$ cat src/rtl/rot_params.svh
// Behaviour
// - Hold 17-bit start offset over three registers; rotated mode reads it as bytes.
// - Rotated mode uses line byte count as byte distance between line starts; code adds it between fetches in a line, and line starts step one byte back.
// - Line byte count is ignored entirely in landscape mode.
// - Enable bit 0 means landscape, other mode fields ignored; 1 means rotated.
// - Scheme select 0 picks default scheme, 1 picks alternate scheme.
// - Boost bit 2 runs memory clock at source rate during CPU accesses only.
// - Rotated mode takes the input clock pin as the rotation source clock.
// - No split-screen operation while rotated mode is enabled.
// - Default scheme pixel clock may equal the source clock.
// - Alternate scheme pixel clock is half the source clock.
// - Vertical panning steps two lines in default, one line in alternate.
// - Two pixel clock select bits divide the pixel clock further down.
`ifndef ROT_PARAMS_SVH
`define ROT_PARAMS_SVH

// Register indices, byte address is four times the index
`define IDX_START_LOW   8'h0c
`define IDX_START_MID   8'h0d
`define IDX_START_HIGH  8'h0e
`define IDX_ROT_MODE    8'h1b
`define IDX_LINE_STRIDE 8'h1c
`define IDX_STATUS      8'h1d

// Rotation mode register fields
`define ROT_EN_BIT      7
`define ROT_ALT_BIT     6
`define ROT_BOOST_BIT   2
`define ROT_PSEL_HI     1
`define ROT_PSEL_LO     0
`define ROT_MODE_MASK   8'hc7

// Status register fields
`define STAT_ROT_BIT    0
`define STAT_ALT_BIT    1
`define STAT_FULL_BIT   2
`define STAT_PEND_BIT   3

// Reset values
`define RST_BYTE        8'h00
`define RST_HIGH_BIT    1'b0

// Address width and clocking
`define ADDR_W          17
`define MCLK_PERIOD_NS  25
`define ALT_BASE_DIV    4'h2
`define DEF_BASE_DIV    4'h1

`endif

$ cat src/rtl/rot_pkg.sv
package rot_pkg;

  // Refresh scan states
  typedef enum logic [2:0] {
    S_IDLE = 3'b001,
    S_SCAN = 3'b010,
    S_HOLD = 3'b100
  } scan_state_t;

endpackage : rot_pkg

$ cat src/rtl/pixel_clock_divider.sv
`timescale 1ns/1ps
`include "rot_params.svh"

module pixel_clock_divider (
  // Clock and reset
  input  wire logic       i_mclk,
  input  wire logic       i_rst,
  input  wire logic       i_ce,
  // Mode
  input  wire logic       i_rot_en,
  input  wire logic       i_alt,
  input  wire logic [1:0] i_pclk_sel,
  // Pixel pulse
  output logic            o_pix_tick
);

  logic [4:0] cnt_ff;
  logic [4:0] div;
  logic       div8_mode;

  // Base ratio shifted by pixel clock select, widest ratio is sixteen
  always_comb begin
    div = i_alt ? 5'(`ALT_BASE_DIV) : 5'(`DEF_BASE_DIV);
    div = div << i_pclk_sel;
    if (!i_rot_en) begin
      div = 5'(`DEF_BASE_DIV);
    end
  end

  // Default scheme with the slowest select, for the spacing check
  assign div8_mode = i_rot_en && !i_alt && i_pclk_sel == 2'h3;

  // Cycle counter
  always_ff @(posedge i_mclk or posedge i_rst) begin
    if (i_rst) begin
      cnt_ff <= 5'h00;
    end else if (i_ce) begin
      cnt_ff <= (cnt_ff >= div - 5'h01) ? 5'h00 : cnt_ff + 5'h01;
    end
  end

  assign o_pix_tick = i_ce && (cnt_ff >= div - 5'h01);
endmodule : pixel_clock_divider

$ cat src/rtl/fetch_skid_buffer.sv
`timescale 1ns/1ps

module fetch_skid_buffer #(
  parameter int W     = 17,
  parameter int DEPTH = 2
) (
  // Clock and reset
  input  wire logic         i_mclk,
  input  wire logic         i_rst,
  input  wire logic         i_ce,
  // Filling side
  input  wire logic         i_valid,
  input  wire logic [W-1:0] i_data,
  output logic              o_ready,
  // Draining side
  output logic              o_valid,
  output logic [W-1:0]      o_data,
  input  wire logic         i_ready
);

  localparam int PW = $clog2(DEPTH);

  logic [W-1:0] mem_ff [DEPTH];
  logic [PW-1:0] wr_ff;
  logic [PW-1:0] rd_ff;
  logic [PW:0]   cnt_ff;
  logic          push;
  logic          pop;

  assign o_ready = (cnt_ff != (PW+1)'(DEPTH));
  assign o_valid = (cnt_ff != '0);
  assign push    = i_ce && i_valid && o_ready;
  assign pop     = i_ce && o_valid && i_ready;
  assign o_data  = mem_ff[rd_ff];

  // Storage
  always_ff @(posedge i_mclk) begin
    if (push) begin
      mem_ff[wr_ff] <= i_data;
    end
  end

  // Pointers and fill count
  always_ff @(posedge i_mclk or posedge i_rst) begin
    if (i_rst) begin
      wr_ff  <= '0;
      rd_ff  <= '0;
      cnt_ff <= '0;
    end else begin
      if (push) begin
        wr_ff <= (wr_ff == PW'(DEPTH - 1)) ? '0 : wr_ff + 1'b1;
      end
      if (pop) begin
        rd_ff <= (rd_ff == PW'(DEPTH - 1)) ? '0 : rd_ff + 1'b1;
      end
      cnt_ff <= cnt_ff + (PW+1)'(push) - (PW+1)'(pop);
    end
  end

endmodule : fetch_skid_buffer

$ cat src/rtl/rotated_display_address_control.sv
`timescale 1ns/1ps
`include "rot_params.svh"

module rotated_display_address_control (
  // Clock, reset, enable
  input  wire logic                 i_mclk,
  input  wire logic                 i_rst,
  input  wire logic                 i_ce,
  // APB slave
  input  wire logic                 i_psel,
  input  wire logic                 i_penable,
  input  wire logic                 i_pwrite,
  input  wire logic [9:0]           i_paddr,
  input  wire logic [31:0]          i_pwdata,
  output logic      [31:0]          o_prdata,
  output logic                      o_pready,
  output logic                      o_pslverr,
  // Panel timing, same clock
  input  wire logic                 i_frame_start,
  input  wire logic                 i_line_start,
  input  wire logic                 i_line_active,
  // CPU memory access in progress
  input  wire logic                 i_cpu_access,
  // Refresh fetch stream
  output logic                      o_fetch_valid,
  output logic [`ADDR_W-1:0]        o_fetch_addr,
  input  wire logic                 i_fetch_ready,
  // Clock steering
  output logic                      o_src_from_input_pin,
  output logic                      o_mclk_full_rate,
  output logic                      o_pix_tick,
  // Split screen gating
  input  wire logic                 i_split_req,
  output logic                      o_split_en,
  // Mode status
  output logic                      o_rotated
);

  // Register state
  logic [7:0]          start_low_ff;
  logic [7:0]          start_mid_ff;
  logic                start_high_ff;
  logic [7:0]          mode_ff;
  logic [7:0]          stride_ff;
  logic [31:0]         prdata_ff;
  logic                pslverr_ff;

  // Scan state
  rot_pkg::scan_state_t state_ff;
  rot_pkg::scan_state_t nxt_state;
  logic [`ADDR_W-1:0]  addr_ff;
  logic [`ADDR_W-1:0]  nxt_addr;
  logic [`ADDR_W-1:0]  row_base_ff;
  logic [`ADDR_W-1:0]  nxt_row_base;

  // Decoded fields
  logic                rot_en;
  logic                alt;
  logic                boost;
  logic [1:0]          pclk_sel;
  logic [`ADDR_W-1:0]  start_offs;
  logic [`ADDR_W-1:0]  eff_start;
  logic                pix_tick;
  logic                buf_ready;
  logic                push;
  logic                setup;
  logic                wr_en;
  logic [7:0]          acc_idx;

  // Register index of a byte address
  function automatic logic [7:0] reg_index(input logic [9:0] addr);
    reg_index = addr[9:2];
  endfunction : reg_index

  // Whether an index maps to a register
  function automatic logic reg_mapped(input logic [7:0] idx, input logic aligned);
    reg_mapped = aligned && (idx == `IDX_START_LOW || idx == `IDX_START_MID ||
                 idx == `IDX_START_HIGH || idx == `IDX_ROT_MODE ||
                 idx == `IDX_LINE_STRIDE || idx == `IDX_STATUS);
  endfunction : reg_mapped

  assign acc_idx = reg_index(i_paddr);
  assign setup   = i_psel && !i_penable;
  assign wr_en   = i_ce && i_psel && i_penable && i_pwrite && o_pready &&
                   reg_mapped(acc_idx, i_paddr[1:0] == 2'h0);

  // mode fields only count when enabled
  assign rot_en   = mode_ff[`ROT_EN_BIT];
  assign alt      = rot_en && mode_ff[`ROT_ALT_BIT];
  assign boost    = rot_en && mode_ff[`ROT_BOOST_BIT];
  assign pclk_sel = rot_en ? mode_ff[`ROT_PSEL_HI:`ROT_PSEL_LO] : 2'h0;

  assign start_offs = {start_high_ff, start_mid_ff, start_low_ff};

  // Start address of a frame
  always_comb begin
    if (!rot_en) begin
      // Landscape uses a word offset
      eff_start = {start_offs[15:0], 1'b0};
    end else if (alt) begin
      eff_start = start_offs;
    end else begin
      eff_start = {start_offs[16:1], 1'b1};
    end
  end

  // Start offset registers
  always_ff @(posedge i_mclk or posedge i_rst) begin
    if (i_rst) begin
      start_low_ff  <= `RST_BYTE;
      start_mid_ff  <= `RST_BYTE;
      start_high_ff <= `RST_HIGH_BIT;
    end else if (wr_en) begin
      if (acc_idx == `IDX_START_LOW) begin
        start_low_ff <= i_pwdata[7:0];
      end
      if (acc_idx == `IDX_START_MID) begin
        start_mid_ff <= i_pwdata[7:0];
      end
      if (acc_idx == `IDX_START_HIGH) begin
        start_high_ff <= i_pwdata[0];
      end
    end
  end

  // Mode and stride registers
  always_ff @(posedge i_mclk or posedge i_rst) begin
    if (i_rst) begin
      mode_ff   <= `RST_BYTE;
      stride_ff <= `RST_BYTE;
    end else if (wr_en) begin
      if (acc_idx == `IDX_ROT_MODE) begin
        mode_ff <= i_pwdata[7:0] & `ROT_MODE_MASK;
      end
      if (acc_idx == `IDX_LINE_STRIDE) begin
        stride_ff <= i_pwdata[7:0];
      end
    end
  end

  // Read data and error captured in setup phase
  always_ff @(posedge i_mclk or posedge i_rst) begin
    if (i_rst) begin
      prdata_ff  <= 32'h0000_0000;
      pslverr_ff <= 1'b0;
    end else if (i_ce && setup) begin
      pslverr_ff <= !reg_mapped(acc_idx, i_paddr[1:0] == 2'h0);
      case (acc_idx)
        `IDX_START_LOW:   prdata_ff <= {24'h000000, start_low_ff};
        `IDX_START_MID:   prdata_ff <= {24'h000000, start_mid_ff};
        `IDX_START_HIGH:  prdata_ff <= {31'h00000000, start_high_ff};
        `IDX_ROT_MODE:    prdata_ff <= {24'h000000, mode_ff};
        `IDX_LINE_STRIDE: prdata_ff <= {24'h000000, stride_ff};
        `IDX_STATUS: begin
          prdata_ff                  <= 32'h0000_0000;
          prdata_ff[`STAT_ROT_BIT]   <= rot_en;
          prdata_ff[`STAT_ALT_BIT]   <= alt;
          prdata_ff[`STAT_FULL_BIT]  <= o_mclk_full_rate;
          prdata_ff[`STAT_PEND_BIT]  <= o_fetch_valid;
        end
        default:          prdata_ff <= 32'h0000_0000;
      endcase
    end
  end

  // Access phase always completes in one cycle
  assign o_pready  = i_psel && i_penable;
  assign o_prdata  = prdata_ff;
  assign o_pslverr = o_pready && pslverr_ff;

  // rotation section clocked from input pin
  assign o_src_from_input_pin = rot_en;
  // boost only while CPU accesses memory
  assign o_mclk_full_rate = boost && i_cpu_access;
  // split screen blocked in rotated mode
  assign o_split_en = i_split_req && !rot_en;
  assign o_rotated  = rot_en;
  assign o_pix_tick = pix_tick;

  // Pixel clock ratio
  pixel_clock_divider u_pix_div (
    .i_mclk     (i_mclk),
    .i_rst      (i_rst),
    .i_ce       (i_ce),
    .i_rot_en   (rot_en),
    .i_alt      (alt),
    .i_pclk_sel (pclk_sel),
    .o_pix_tick (pix_tick)
  );

  // Fetch pushes on a pixel tick with room
  assign push = (state_ff == rot_pkg::S_SCAN) && i_line_active && pix_tick && buf_ready &&
                !i_frame_start && !i_line_start;

  // Scan state and address steps
  always_comb begin
    nxt_state    = state_ff;
    nxt_addr     = addr_ff;
    nxt_row_base = row_base_ff;
    case (state_ff)
      rot_pkg::S_IDLE: begin
        if (i_frame_start) begin
          nxt_state = rot_pkg::S_SCAN;
        end
      end
      rot_pkg::S_SCAN: begin
        if (!i_line_active) begin
          nxt_state = rot_pkg::S_HOLD;
        end
      end
      rot_pkg::S_HOLD: begin
        if (i_line_start || i_frame_start) begin
          nxt_state = rot_pkg::S_SCAN;
        end
      end
      default: begin
        nxt_state = rot_pkg::S_IDLE;
      end
    endcase
    if (i_frame_start) begin
      nxt_addr     = eff_start;
      nxt_row_base = eff_start;
    end else if (i_line_start && rot_en) begin
      // Next panel row is one byte back
      nxt_row_base = row_base_ff - `ADDR_W'(1);
      nxt_addr     = row_base_ff - `ADDR_W'(1);
    end else if (push) begin
      nxt_addr = rot_en ? addr_ff + `ADDR_W'(stride_ff) : addr_ff + `ADDR_W'(1);
    end
  end

  // Scan registers
  always_ff @(posedge i_mclk or posedge i_rst) begin
    if (i_rst) begin
      state_ff    <= rot_pkg::S_IDLE;
      addr_ff     <= '0;
      row_base_ff <= '0;
    end else if (i_ce) begin
      state_ff    <= nxt_state;
      addr_ff     <= nxt_addr;
      row_base_ff <= nxt_row_base;
    end
  end

  // Buffer in the fetch path
  fetch_skid_buffer #(
    .W     (`ADDR_W),
    .DEPTH (2)
  ) u_fetch_buf (
    .i_mclk  (i_mclk),
    .i_rst   (i_rst),
    .i_ce    (i_ce),
    .i_valid (push),
    .i_data  (addr_ff),
    .o_ready (buf_ready),
    .o_valid (o_fetch_valid),
    .o_data  (o_fetch_addr),
    .i_ready (i_fetch_ready)
  );
endmodule : rotated_display_address_control

$ cat config.mk
export PLATFORM = sky130hd
export DESIGN_NAME = rotated_display_address_control
export DESIGN_NICKNAME = d
export VERILOG_FILES = /design/src/rtl/rot_pkg.sv /design/src/rtl/pixel_clock_divider.sv /design/src/rtl/fetch_skid_buffer.sv /design/src/rtl/rotated_display_address_control.sv
export VERILOG_INCLUDE_DIRS = /design/src /design/src/rtl
export SDC_FILE = /design/constraint.sdc
export NUM_CORES = 1
export LEC_CHECK = 0
export BUFFER_PORTS_ARGS = -buffer_cell sky130_fd_sc_hd__buf_2
export CAP_MARGIN = 20
export CORE_ASPECT_RATIO = 0.8
export CORE_MARGIN = 3
export CORE_UTILIZATION = 55
export CTS_CLUSTER_DIAMETER = 50
export CTS_CLUSTER_SIZE = 24
export DETAILED_ROUTE_END_ITERATION = 7
export HOLD_SLACK_MARGIN = 0.02
export PLACE_DENSITY = 0.78
export SYNTH_ARGS = -nofsm -noshare
export SYNTH_HDL_FRONTEND = slang
export SYNTH_SLANG_ARGS = --single-unit
$ cat constraint.sdc
create_clock -name i_mclk -period 5.3 [get_ports i_mclk]
set_input_delay 1.06 -clock i_mclk [delete_from_list [all_inputs] [get_ports i_mclk]]
set_output_delay 1.06 -clock i_mclk [all_outputs]
set_load 0.005 [all_outputs]
; After elaboration in Yosys (flattened, before gate mapping)
; Memories as Yosys holds them, arrays and structs flattened.
; Cells that the tools add are included.
[totals]
out_inout_bits = 57
reg_bits = 109
elab_cells = 108
mem_count = 1
mem_bits_rw = 34
[mem_list]
columns = name, depth, word_bits, read_ports, rd_ports_with_merged_regs, wr, line_no
row1 = u_fetch_buf.mem_ff, 2, 17, 1, 0, 1, fetch_skid_buffer.sv:23  ; logic [W-1:0] mem_ff [DEPTH];
[classes]
n_reduce_logical = 48
magnitude_cmp = 1
addsub = 9
n_eq_ne = 13
shift = 1
mux = 21
[op_table]
columns = cell, count
row1 = $mux W17, 7
row2 = $pmux W8 S6, 1
row3 = $logic_and A1 B1 Y1, 25
row4 = $eq A8 B4 Y1 const B, 3
row5 = $eq A8 B5 Y1 const B, 3
row6 = $add A17 B1 Y17 const B, 1
row7 = $add A17 B8 Y17, 1
row8 = $sub A17 B1 Y17 const B, 1
row9 = $reduce_and A2 Y1, 7
row10 = $mux W5, 2
row11 = $mux W3, 3
row12 = $pmux W3 S3, 1
row13 = $ne A2 B2 Y1 const B, 4
row14 = $logic_or A1 B1 Y1, 6
row15 = $add A5 B1 Y5 const B, 1
row16 = $ge A5 B5 Y1, 1
row17 = $logic_not A1 Y1, 5
row18 = $mux W1, 5
row19 = $shl A5 B2 Y5, 1
row20 = $sub A5 B1 Y5 const B, 1
row21 = $mux W2, 2
row22 = $reduce_and A4 Y1, 1
row23 = $reduce_bool A2 Y1, 2
row24 = $eq A3 B1 Y1 const B, 1
row25 = other kinds (7), 8

; Depth between registers and ports, before layout
; Gate-level depths: netlist of the first run.
[depth]
word_depth = 15
mapped_depth = 13
depth_no_buf = 12

; Modules after synthesis
; Synthesis of the first run repeated with hierarchy kept, for this count alone.
[hier_totals]
hier_cells = 683
area_unflattened_um2 = 7079.3
[by_module_without_submodules]
columns = module, cells_per_inst, area_per_inst_um2, instances
row1 = rotated_display_address_control, 555, 5106.1, 1
row2 = fetch_skid_buffer, 72, 1490.2, 1
row3 = pixel_clock_divider, 56, 483.0, 1

; Worst setup path after synthesis of the first run
; OpenSTA, ideal clock, no wires.
[synth_path]
path_type = register to register
startpoint = register mode_ff[7]
endpoint = memory u_fetch_buf.mem_ff[0][0] (enable)
n_path_buf = 2
t_arrival_ns = 3.936
path_stages_with_launch = 11
required_ns = 4.865
slack_ns = 0.929
setup_time_ns = 0.435
period_less_slack_ns = 4.371
path_cell_list = dfrtp_1 -> buf_1 -> clkbuf_1 -> nand3b_1 -> ha_1 -> xor2_1 -> ha_1 -> nand2_1 -> o21ai_2 -> a31oi_2 -> nor4_1
[synth_between]
elab_chain_cells = 15
word_cells_on_any_way = 16
[synth_lines]
columns = element, line_no
row1 = "start, declared", rotated_display_address_control.sv:43  ; logic [7:0] mode_ff;
row2 = "start signal, assigned", rotated_display_address_control.sv:129  ; mode_ff <= `RST_BYTE;
row3 = "start signal, assigned", rotated_display_address_control.sv:133  ; mode_ff <= i_pwdata[7:0] & `ROT_MODE_MASK;
row4 = $logic_and A1 B1 Y1, rotated_display_address_control.sv:89  ; assign alt = rot_en && mode_ff[`ROT_ALT_BIT];
row5 = $mux W2, pixel_clock_divider.sv:23  ; div = i_alt ? 5'(`ALT_BASE_DIV) : 5'(`DEF_BASE_DIV);
row6 = $shl A5 B2 Y5, pixel_clock_divider.sv:24  ; div = div << i_pclk_sel;
row7 = $mux W5 (*), pixel_clock_divider.sv:25  ; if (!i_rot_en) begin
row8 = $sub A5 B1 Y5 (*), pixel_clock_divider.sv:42  ; assign o_pix_tick = i_ce && (cnt_ff >= div - 5'h01);
row9 = $ge A5 B5 Y1 (*), pixel_clock_divider.sv:42
row10 = $logic_and A1 B1 Y1 (*), pixel_clock_divider.sv:42
row11 = $logic_and A1 B1 Y1 (*) (3 in series), rotated_display_address_control.sv:192  ; assign push = (state_ff == rot_pkg::S_SCAN) && i_line_active && pix_tick && buf_ready &&
row12 = $logic_and A1 B1 Y1 (*), rotated_display_address_control.sv:193  ; !i_frame_start && !i_line_start;
row13 = $logic_and A1 B1 Y1 (*) (2 in series), fetch_skid_buffer.sv:32  ; assign push = i_ce && i_valid && o_ready;
row14 = $mux W1 (*), fetch_skid_buffer.sv:38  ; if (push) begin
row15 = $mux W1 (not written as such) (*), fetch_skid_buffer.sv:39  ; mem_ff[wr_ff] <= i_data;
row16 = "end, declared", fetch_skid_buffer.sv:23
; Mark *: on every way between the ends. The rest lies on a longest branch, timed or not.

; Worst setup path in the final report of the first run
[layout_path]
startpoint = register mode_ff[6]
endpoint = output port o_pix_tick
[layout_between]
elab_chain_cells = 7
[layout_lines]
columns = element, line_no
row1 = $logic_and A1 B1 Y1, rotated_display_address_control.sv:89
row2 = $mux W2, pixel_clock_divider.sv:23
row3 = $shl A5 B2 Y5, pixel_clock_divider.sv:24
row4 = $mux W5, pixel_clock_divider.sv:25
row5 = $sub A5 B1 Y5, pixel_clock_divider.sv:42
row6 = $ge A5 B5 Y1, pixel_clock_divider.sv:42
row7 = $logic_and A1 B1 Y1, pixel_clock_divider.sv:42
row8 = "end, declared", rotated_display_address_control.sv:31  ; output logic o_pix_tick,
; Every way passes these cells.

==> flow_summary.json, run 1 <==
{
  "reg2reg_to": "u_fetch_buf.mem_ff[1][9]",
  "crit_chain": "xor2_1 > nand3b_1 > ha_1 > xor2_1 > ha_1 > a21oi_1 > o21ai_2 > a31o_2 > and2_1 > buf_2",
  "cts.repair.resized": 0,
  "max_stage_delay_ns": 0.55,
  "drive_above_1_share_pct": 25.0,
  "final_cell_mix": "dfrtp_1, nand2_1, mux2_2, buf_2, a21oi_1",
  "vias": 5689,
  "cp_data_arrival_time_ns": 2.74,
  "design_area_um2": 7920,
  "postPlaceCellArea_um2": 7350,
  "cp_max_fo": 10,
  "r2r_cells": 10,
  "post-place-cells": 885,
  "rsz0062_at_grt": "false",
  "worstMarginPinSlew_ns": 0.755,
  "synth_edf_count": 34,
  "status": "finished clean",
  "p_switching_uw": 774,
  "path_buf_inv": 1,
  "required_ns": 4.24,
  "finalHoldViolCount": 0,
  "drt-vias-per-instance": 6.20,
  "cpMaxStageDelayCell": "dfrtp_1",
  "r2r_slack_ns": 1.81,
  "slew_viol_final": 0,
  "seq_power_share_pct": 42.8,
  "root_buffer": "clkbuf_16",
  "internal_power_mw": 1.87,
  "min_period_over_period_pct": 71.7,
  "async_flop_share_pct": 71.4,
  "holdBufCountCts": 0,
  "p_sw_share_pct": 29.3,
  "gp_congestion": 0.975,
  "rr_startpoint": "mode_ff[6]",
  "startpoint_type": "register",
  "cellLeakagePower_nw": 3.43,
  "fmax_mhz": 263,
  "crit_type": "reg -> out",
  "post_cts_buffers": 0,
  "first_pass_iters": 6,
  "place_hpwl_um": 11900,
  "end_kind": "output pin",
  "relSlewSlack_pct": 49.6,
  "ir_drop_mv": 0.237,
  "min-delay-start": "o_prdata[6]",
  "cts_buffers": 17,
  "die_height_um": 107,
  "power_density_nw_per_um2": 334,
  "ys_ff_latch": 119,
  "finalSetupTns_ns": 0,
  "maxCapViolCount": 0,
  "antenna_found_initial": 0,
  "die_w_um": 133,
  "setup_viol": 0,
  "clkPwrFrac_pct": 40.8,
  "routedWlPerCell_um": 18.5,
  "avgSynthCellArea_um2": 10.3,
  "wl_um": 17000,
  "finalClockSkew_ns": 0.00838,
  "final_common_cell": "dfrtp_1",
  "ioPinCount": 111,
  "postRouteAntennaNets": 0,
  "nFillCells": 969,
  "grt_max_degree": 60,
  "clk_latency_ns": 0.41,
  "n_antenna_cell": 0,
  "worstHoldEndpoint": "o_prdata[6]",
  "nets": 807,
  "start_util_pct": 57.1,
  "yosysWarningCount": 0,
  "drt-initial-drc-count": 623,
  "fin_total_pwr_mw": 2.65,
  "holdPathStages": 1,
  "netlist_area_um2": 7070,
  "period_needed_ns": 3.80,
  "critPathTopFamily": "flip-flops",
  "clockBufferDepth": 2,
  "grt_pass1_wl_um": 28200,
  "synthToLayoutAreaGrowth_pct": 12.0,
  "grtUsageTotal_pct": 24.7,
  "first_global_vias": 5383,
  "die-area_um2": 14300,
  "yosysSeqAreaShare_pct": 44.5,
  "core_um2": 12400,
  "clkSlewWorstSetupHoldPaths_ns": 0.06,
  "hold_path_class": "reg -> reg",
  "instances_no_fill": 918,
  "portBuffers": 62,
  "syn_inst": 687,
  "drc": 0,
  "overflow": 0,
  "holdWs_ns": 0.482,
  "p_comb_share_pct": 16.5,
  "cts_max_level": 4,
  "ys_types": 77,
  "cts.sinks": 119,
  "rows": 36,
  "tritoncts": "done",
  "ys.flop_type": "dfrtp_1"
}
[cell usage after synthesis, types with 3 or more instances]
| cell | count | area (um2) |
|---|---|---|
| dfrtp_1 | 84 | 2100 |
| nand2_1 | 71 | 267 |
| mux2_2 | 64 | 721 |
| a21oi_1 | 44 | 220 |
| nor2_1 | 39 | 146 |
| edfxtp_1 | 34 | 1020 |
| o21ai_0 | 32 | 160 |
| buf_4 | 30 | 225 |
| inv_1 | 19 | 71.3 |
| ha_1 | 18 | 225 |
| clkbuf_1 | 14 | 52.6 |
| and2_1 | 13 | 81.3 |
| nand3_1 | 13 | 65.1 |
| buf_2 | 12 | 60.1 |
| xnor2_1 | 11 | 96.3 |
| xor2_1 | 11 | 96.3 |
| a31oi_1 | 10 | 62.6 |
| o221ai_1 | 10 | 87.6 |
| nor3_1 | 9 | 45.0 |
| o211ai_1 | 9 | 67.6 |
| a222oi_1 | 8 | 80.1 |
| and3_1 | 8 | 50.1 |
| mux2i_1 | 8 | 80.1 |
| nor2b_1 | 8 | 50.1 |
| a21o_1 | 7 | 52.6 |
| a22oi_1 | 5 | 37.5 |
| buf_1 | 5 | 18.8 |
| nand2b_1 | 5 | 31.3 |
| nand4_1 | 5 | 31.3 |
| nor4_1 | 5 | 31.3 |
| a211oi_1 | 3 | 22.5 |
| nand3b_1 | 3 | 22.5 |
| nor3_2 | 3 | 30.0 |
| o21a_1 | 3 | 22.5 |
| o21ai_1 | 3 | 15.0 |
| o22ai_1 | 3 | 18.8 |
| o31a_1 | 3 | 26.3 |
| o41ai_1 | 3 | 26.3 |
[cell type report]
type	instances	area, um2	share of cell area [%]
Clock buffer	18	429	5.42
Timing Repair Buffer	68	363	4.58
Multi-Input combinational cell	509	3570	45.0
Clock inverter	14	130	1.64
Tap cell	171	214	2.70
Inverter	19	72.6	0.916
Sequential cell	119	3150	39.7
[logic make-up (layout without fill, tap and decap cells)]
family                     Yosys count  count (layout)  share of synthesized area, %
DFF                                119             119                          44.5
buffers and inverters               82             119                          6.37
and+or+nand+nor                    204             204                          15.2
adders and majority gates           19              19                          3.47
xor gates and xnor gates            22              22                          2.72
other                                1              24                        0.0530
AOI/OAI and AO/OA                  168             168                          16.3
muxes                               72              72                          11.3
[power groups by stage]
stage | Clock [mW] | Combinational, mW | Sequential, mW
after floorplan | 0 | 0.365 | 1.09
after detailed placement | 0 | 0.424 | 1.14
after global placement | 0 | 0.406 | 1.14
final | 1.08 | 0.435 | 1.13
after CTS | 1.09 | 0.432 | 1.13
after global routing | 1.13 | 0.486 | 1.14
[worst max-delay path by stage]
stage / from / endpoint / slack, ns / cells past startpoint
finish: mode_ff[6] / o_pix_tick / 1.50 / 10
global route: mode_ff[6] / o_pix_tick / 1.36 / 10
CTS: mode_ff[6] / o_pix_tick / 1.48 / 10
detailed placement: mode_ff[6] / addr_ff[6] / 1.68 / 10
global placement: mode_ff[6] / addr_ff[6] / 1.79 / 10
floorplan: mode_ff[7] / u_fetch_buf.mem_ff[0][0] / 0.93 / 10
[sequential cells by signal, summed over array words and instances (netlist names), 3 cells and up]
signal              cells
state_ff                3
stride_ff               8
o_prdata                8
mode_ff                 5
start_low_ff            8
start_mid_ff            8
row_base_ff            17
u_fetch_buf.mem_ff     34
addr_ff                17
u_pix_div.cnt_ff        5
[per-layer routing]
| layer | track usage, % | part of all wire [%] | wire length (um) | up-vias |
|---|---|---|---|---|
| met3 | 5.75 | 9.6 | 1630 | 25 |
| li1 | - | - | - | 2588 |
| met2 | 38.6 | 46 | 7750 | 303 |
| met4 | 7.20 | 1.4 | 232 | 0 |
| met1 | 34.5 | 43 | 7370 | 2773 |
| met5 | 0 | 0 | 0 | - |
[through the flow]
step           setup slack, ns  utilization, %
2_1_floorplan            0.929               -
3_3_place_gp              1.79            59.3
3_5_place_dp              1.68            59.3
4_1_cts                   1.48            63.8
5_1_grt                   1.36            64.0
6_report                  1.50            64.0
[worst reg2reg max path, cell delays in order, from the launching register on]
cell,delay (ns)
dfrtp_1,0.55
xor2_1,0.19
nand3b_1,0.10
ha_1,0.25
xor2_1,0.17
ha_1,0.30
nand2_1,0.06
o21ai_2,0.14
a31oi_2,0.23
nor3_1,0.43
and2_1,0.69
(Power assumes the default switching activity.)
==> run 2, diff against run 1 <==
ABC_AREA = 1   (was not set)
CORE_UTILIZATION = 52   (was 55)
PLACE_DENSITY = 0.77   (was 0.78)
clock period = 3.22 ns   (was 5.3 ns; I/O delays follow)
==> run 2 against run 1 <==
- sequential share of layout area shrank 1.3 points
- combinational power grew 92%
- design area grew 3.5%
- synthesized cell count grew 37%
- sequential power grew 62%
- wire length grew 6.6%
- count of clock-buffer cells in the layout shrank 1
- cell count grew 31%
- non-clock buffer count grew 17
- critical endpoint unchanged
- largest cell class unchanged
==> flow_summary.json, run 2 <==
{
  "status": "finished clean",
  "drive_above_1_share_pct": 14.0,
  "multi_input_area_um2": 3350,
  "final_common_cell": "nand2_1",
  "period_needed_ns": 3.15,
  "startpoint_type": "register",
  "netlist_area_um2": 7050,
  "clkSlewWorstSetupHoldPaths_ns": 0.06,
  "portBuffers": 62,
  "path_buf_inv": 5,
  "largest_register_ff_count": 34,
  "ys_ff_latch": 119,
  "nets": 1088,
  "r2r_slack_ns": 0.43,
  "ys.flop_type": "dfrtp_1",
  "cts_max_level": 4,
  "nFillCells": 1155,
  "drt-vias-per-instance": 5.33,
  "grt_max_degree": 41,
  "async_flop_share_pct": 71.4,
  "synth_most_common_cell": "nand2_1",
  "place_ws_ns": 0.252,
  "final_core_util_pct": 62.8,
  "cts.sinks": 119,
  "yosysSeqAreaShare_pct": 44.7,
  "holdBufCountCts": 0,
  "avgSynthCellArea_um2": 7.49,
  "drc": 0,
  "cp_data_arrival_time_ns": 2.51,
  "finalHoldViolCount": 0,
  "worstMarginPinSlew_ns": 0.557,
  "antenna_found_initial": 0,
  "maxCapViolCount": 0,
  "min_period_over_period_pct": 97.8,
  "clockBufferDepth": 2,
  "yosys-top-cells-count": "nand2_1, inv_1, nor2_1, dfrtp_1, nand3_1",
  "overflow": 0,
  "ys_types": 40,
  "crit_type": "reg -> out",
  "clk_latency_ns": 0.43,
  "n_antenna_cell": 0,
  "synth_top_cell_by_area": "dfrtp_1",
  "ioPinCount": 111,
  "root_buffer": "clkbuf_16",
  "required_ns": 2.58,
  "die_w_um": 136,
  "setup_viol": 0,
  "cellLeakagePower_nw": 4.23,
  "ir_drop_mv": 0.453,
  "fmax_mhz": 318,
  "die_height_um": 110,
  "crit_chain": "nand2_4 > nor2_4 > inv_2 > nand3_2 > ha_4 > o211ai_1 > xor2_1 > inv_1 > ha_4 > nand2_2 > inv_2 > nand4_1 > nand4_1 > nand2_1 > inv_2 > buf_2",
  "final_cell_mix": "nand2_1, inv_1, nor2_1, dfrtp_1, buf_2",
  "largestRegisters": "u_fetch_buf.mem_ff: 34 flops, addr_ff: 17 flops, row_base_ff: 17 flops",
  "routedWlPerCell_um": 15.0,
  "postRouteAntennaNets": 0,
  "relSlewSlack_pct": 62.7,
  "r2r_cells": 19,
  "cpMaxStageDelayCell": "dfrtp_2",
  "grt_pass1_wl_um": 28800,
  "syn_inst": 942,
  "gp_congestion": 0.904,
  "cp_max_fo": 4,
  "grtUsageTotal_pct": 25.0,
  "layout_setup_ws_ns": 0.0706,
  "first_pass_iters": 6,
  "max_stage_delay_ns": 0.45,
  "tritoncts": "done",
  "die-area_um2": 15000,
  "slew_viol_final": 0,
  "first_global_vias": 5755,
  "instances_no_fill": 1203,
  "synth_edf_count": 34,
  "place_hpwl_um": 13100,
  "synth.area.top_cells": "dfrtp_1, nand2_1, edfxtp_1, inv_1, nor2_1",
  "finalClockSkew_ns": 0.00947,
  "rsz0062_at_grt": "true",
  "core_um2": 13100,
  "rows": 37,
  "yosysWarningCount": 0,
  "seqCellArea_um2": 3150,
  "critPathTopFamily": "simple AND/OR/NAND/NOR gates",
  "drt-initial-drc-count": 558,
  "worst_path_most_repeated_cell": "inv_2",
  "synthToLayoutAreaGrowth_pct": 16.3,
  "power_density_nw_per_um2": 555,
  "finalSetupTns_ns": 0,
  "end_kind": "output pin",
  "vias": 6418,
  "cp.depth": 16,
  "cts_buffers": 17,
  "regMostFlops": "u_fetch_buf.mem_ff",
  "post-place-cells": 1164,
  "synth_top_area_share_pct": 29.8,
  "hold_path_class": "in -> async",
  "wl_um": 18100,
  "start_util_pct": 54.0
}
run 2: layout make-up:
| class | instances | share of cell area, % |
|---|---|---|
| multi-input combinational | 688 | 40.8 |
| tap | 175 | 2.67 |
| clock inverter | 15 | 1.92 |
| timing repair buffer | 85 | 6.19 |
| sequential | 119 | 38.4 |
| inverter | 104 | 4.77 |
| clock buffer | 17 | 5.19 |
run 2: timing repair:
| item | CTS | global route |
|---|---|---|
| pin swaps | 1 | 9 |
| buffers inserted | 2 | 5 |
| endpoints found under the setup margin | 1 | 1 |
| gates resized for setup | 4 | 14 |
run 2: worst paths after layout:
| kind | startpoint | end |
|---|---|---|
| min in group i_mclk | start_mid_ff[3] | start_mid_ff[3] |
| min reg2reg | start_mid_ff[3] | start_mid_ff[3] |
| max | mode_ff[7] | o_pix_tick |
| max reg2reg | mode_ff[7] | addr_ff[3] |
| max in group asynchronous | i_rst | row_base_ff[15] |
| min | i_rst | state_ff[1] |
run 2: worst register-to-register path, stage by stage (launching register included):
cell      delay (ns)
dfrtp_2         0.45
nand2_4         0.11
nor2_4          0.05
inv_2           0.07
nand3_2         0.08
ha_4            0.17
o211ai_1        0.09
xor2_1          0.15
inv_1           0.08
ha_4            0.28
nand2_2         0.05
inv_2           0.04
nand4_1         0.07
nand4_1         0.12
buf_4           0.13
nand3_2         0.11
nand2_2         0.16
buf_4           0.25
nor2_1          0.06
a31oi_1         0.18
run 2: layer usage:
layer	GRT usage [%]	part of all wire [%]	up-vias
li1	-	-	3167
met2	37.0	43	274
met5	0	0	-
met3	5.35	8.0	33
met1	36.6	47	2944
met4	8.56	2.3	0
run 2: through the flow:
stage	cell area [um2]	power [mW]	hold WS (ns)
6_report	8200	4.56	0.174
5_1_grt	8200	4.78	0.206
4_1_cts	8120	4.56	0.185
3_5_place_dp	7510	2.68	0.459
3_3_place_gp	7510	2.65	0.454
2_1_floorplan	7140	2.41	0.442
run 2: power by group:
group,switching [mW],internal (mW),total [mW],leakage (nW)
Sequential,0.126,1.71,1.83,1.41
Clock,0.794,1.09,1.89,0.275
Combinational,0.523,0.314,0.837,2.55
Total,1.44,3.11,4.56,4.23
run 2: kinds of logic (layout without fill, tap and decap cells):
| kind of cell | count (synthesis) | in the layout | synth area share (%) |
|---|---|---|---|
| buffers and inverters | 158 | 221 | 9.95 |
| adders and majority gates | 19 | 19 | 3.48 |
| DFF | 119 | 119 | 44.7 |
| xor gates and xnor gates | 22 | 22 | 2.73 |
| AOI/OAI and AO/OA | 120 | 120 | 9.40 |
| other | 1 | 24 | 0.0532 |
| and+or+nand+nor | 503 | 503 | 29.7 |
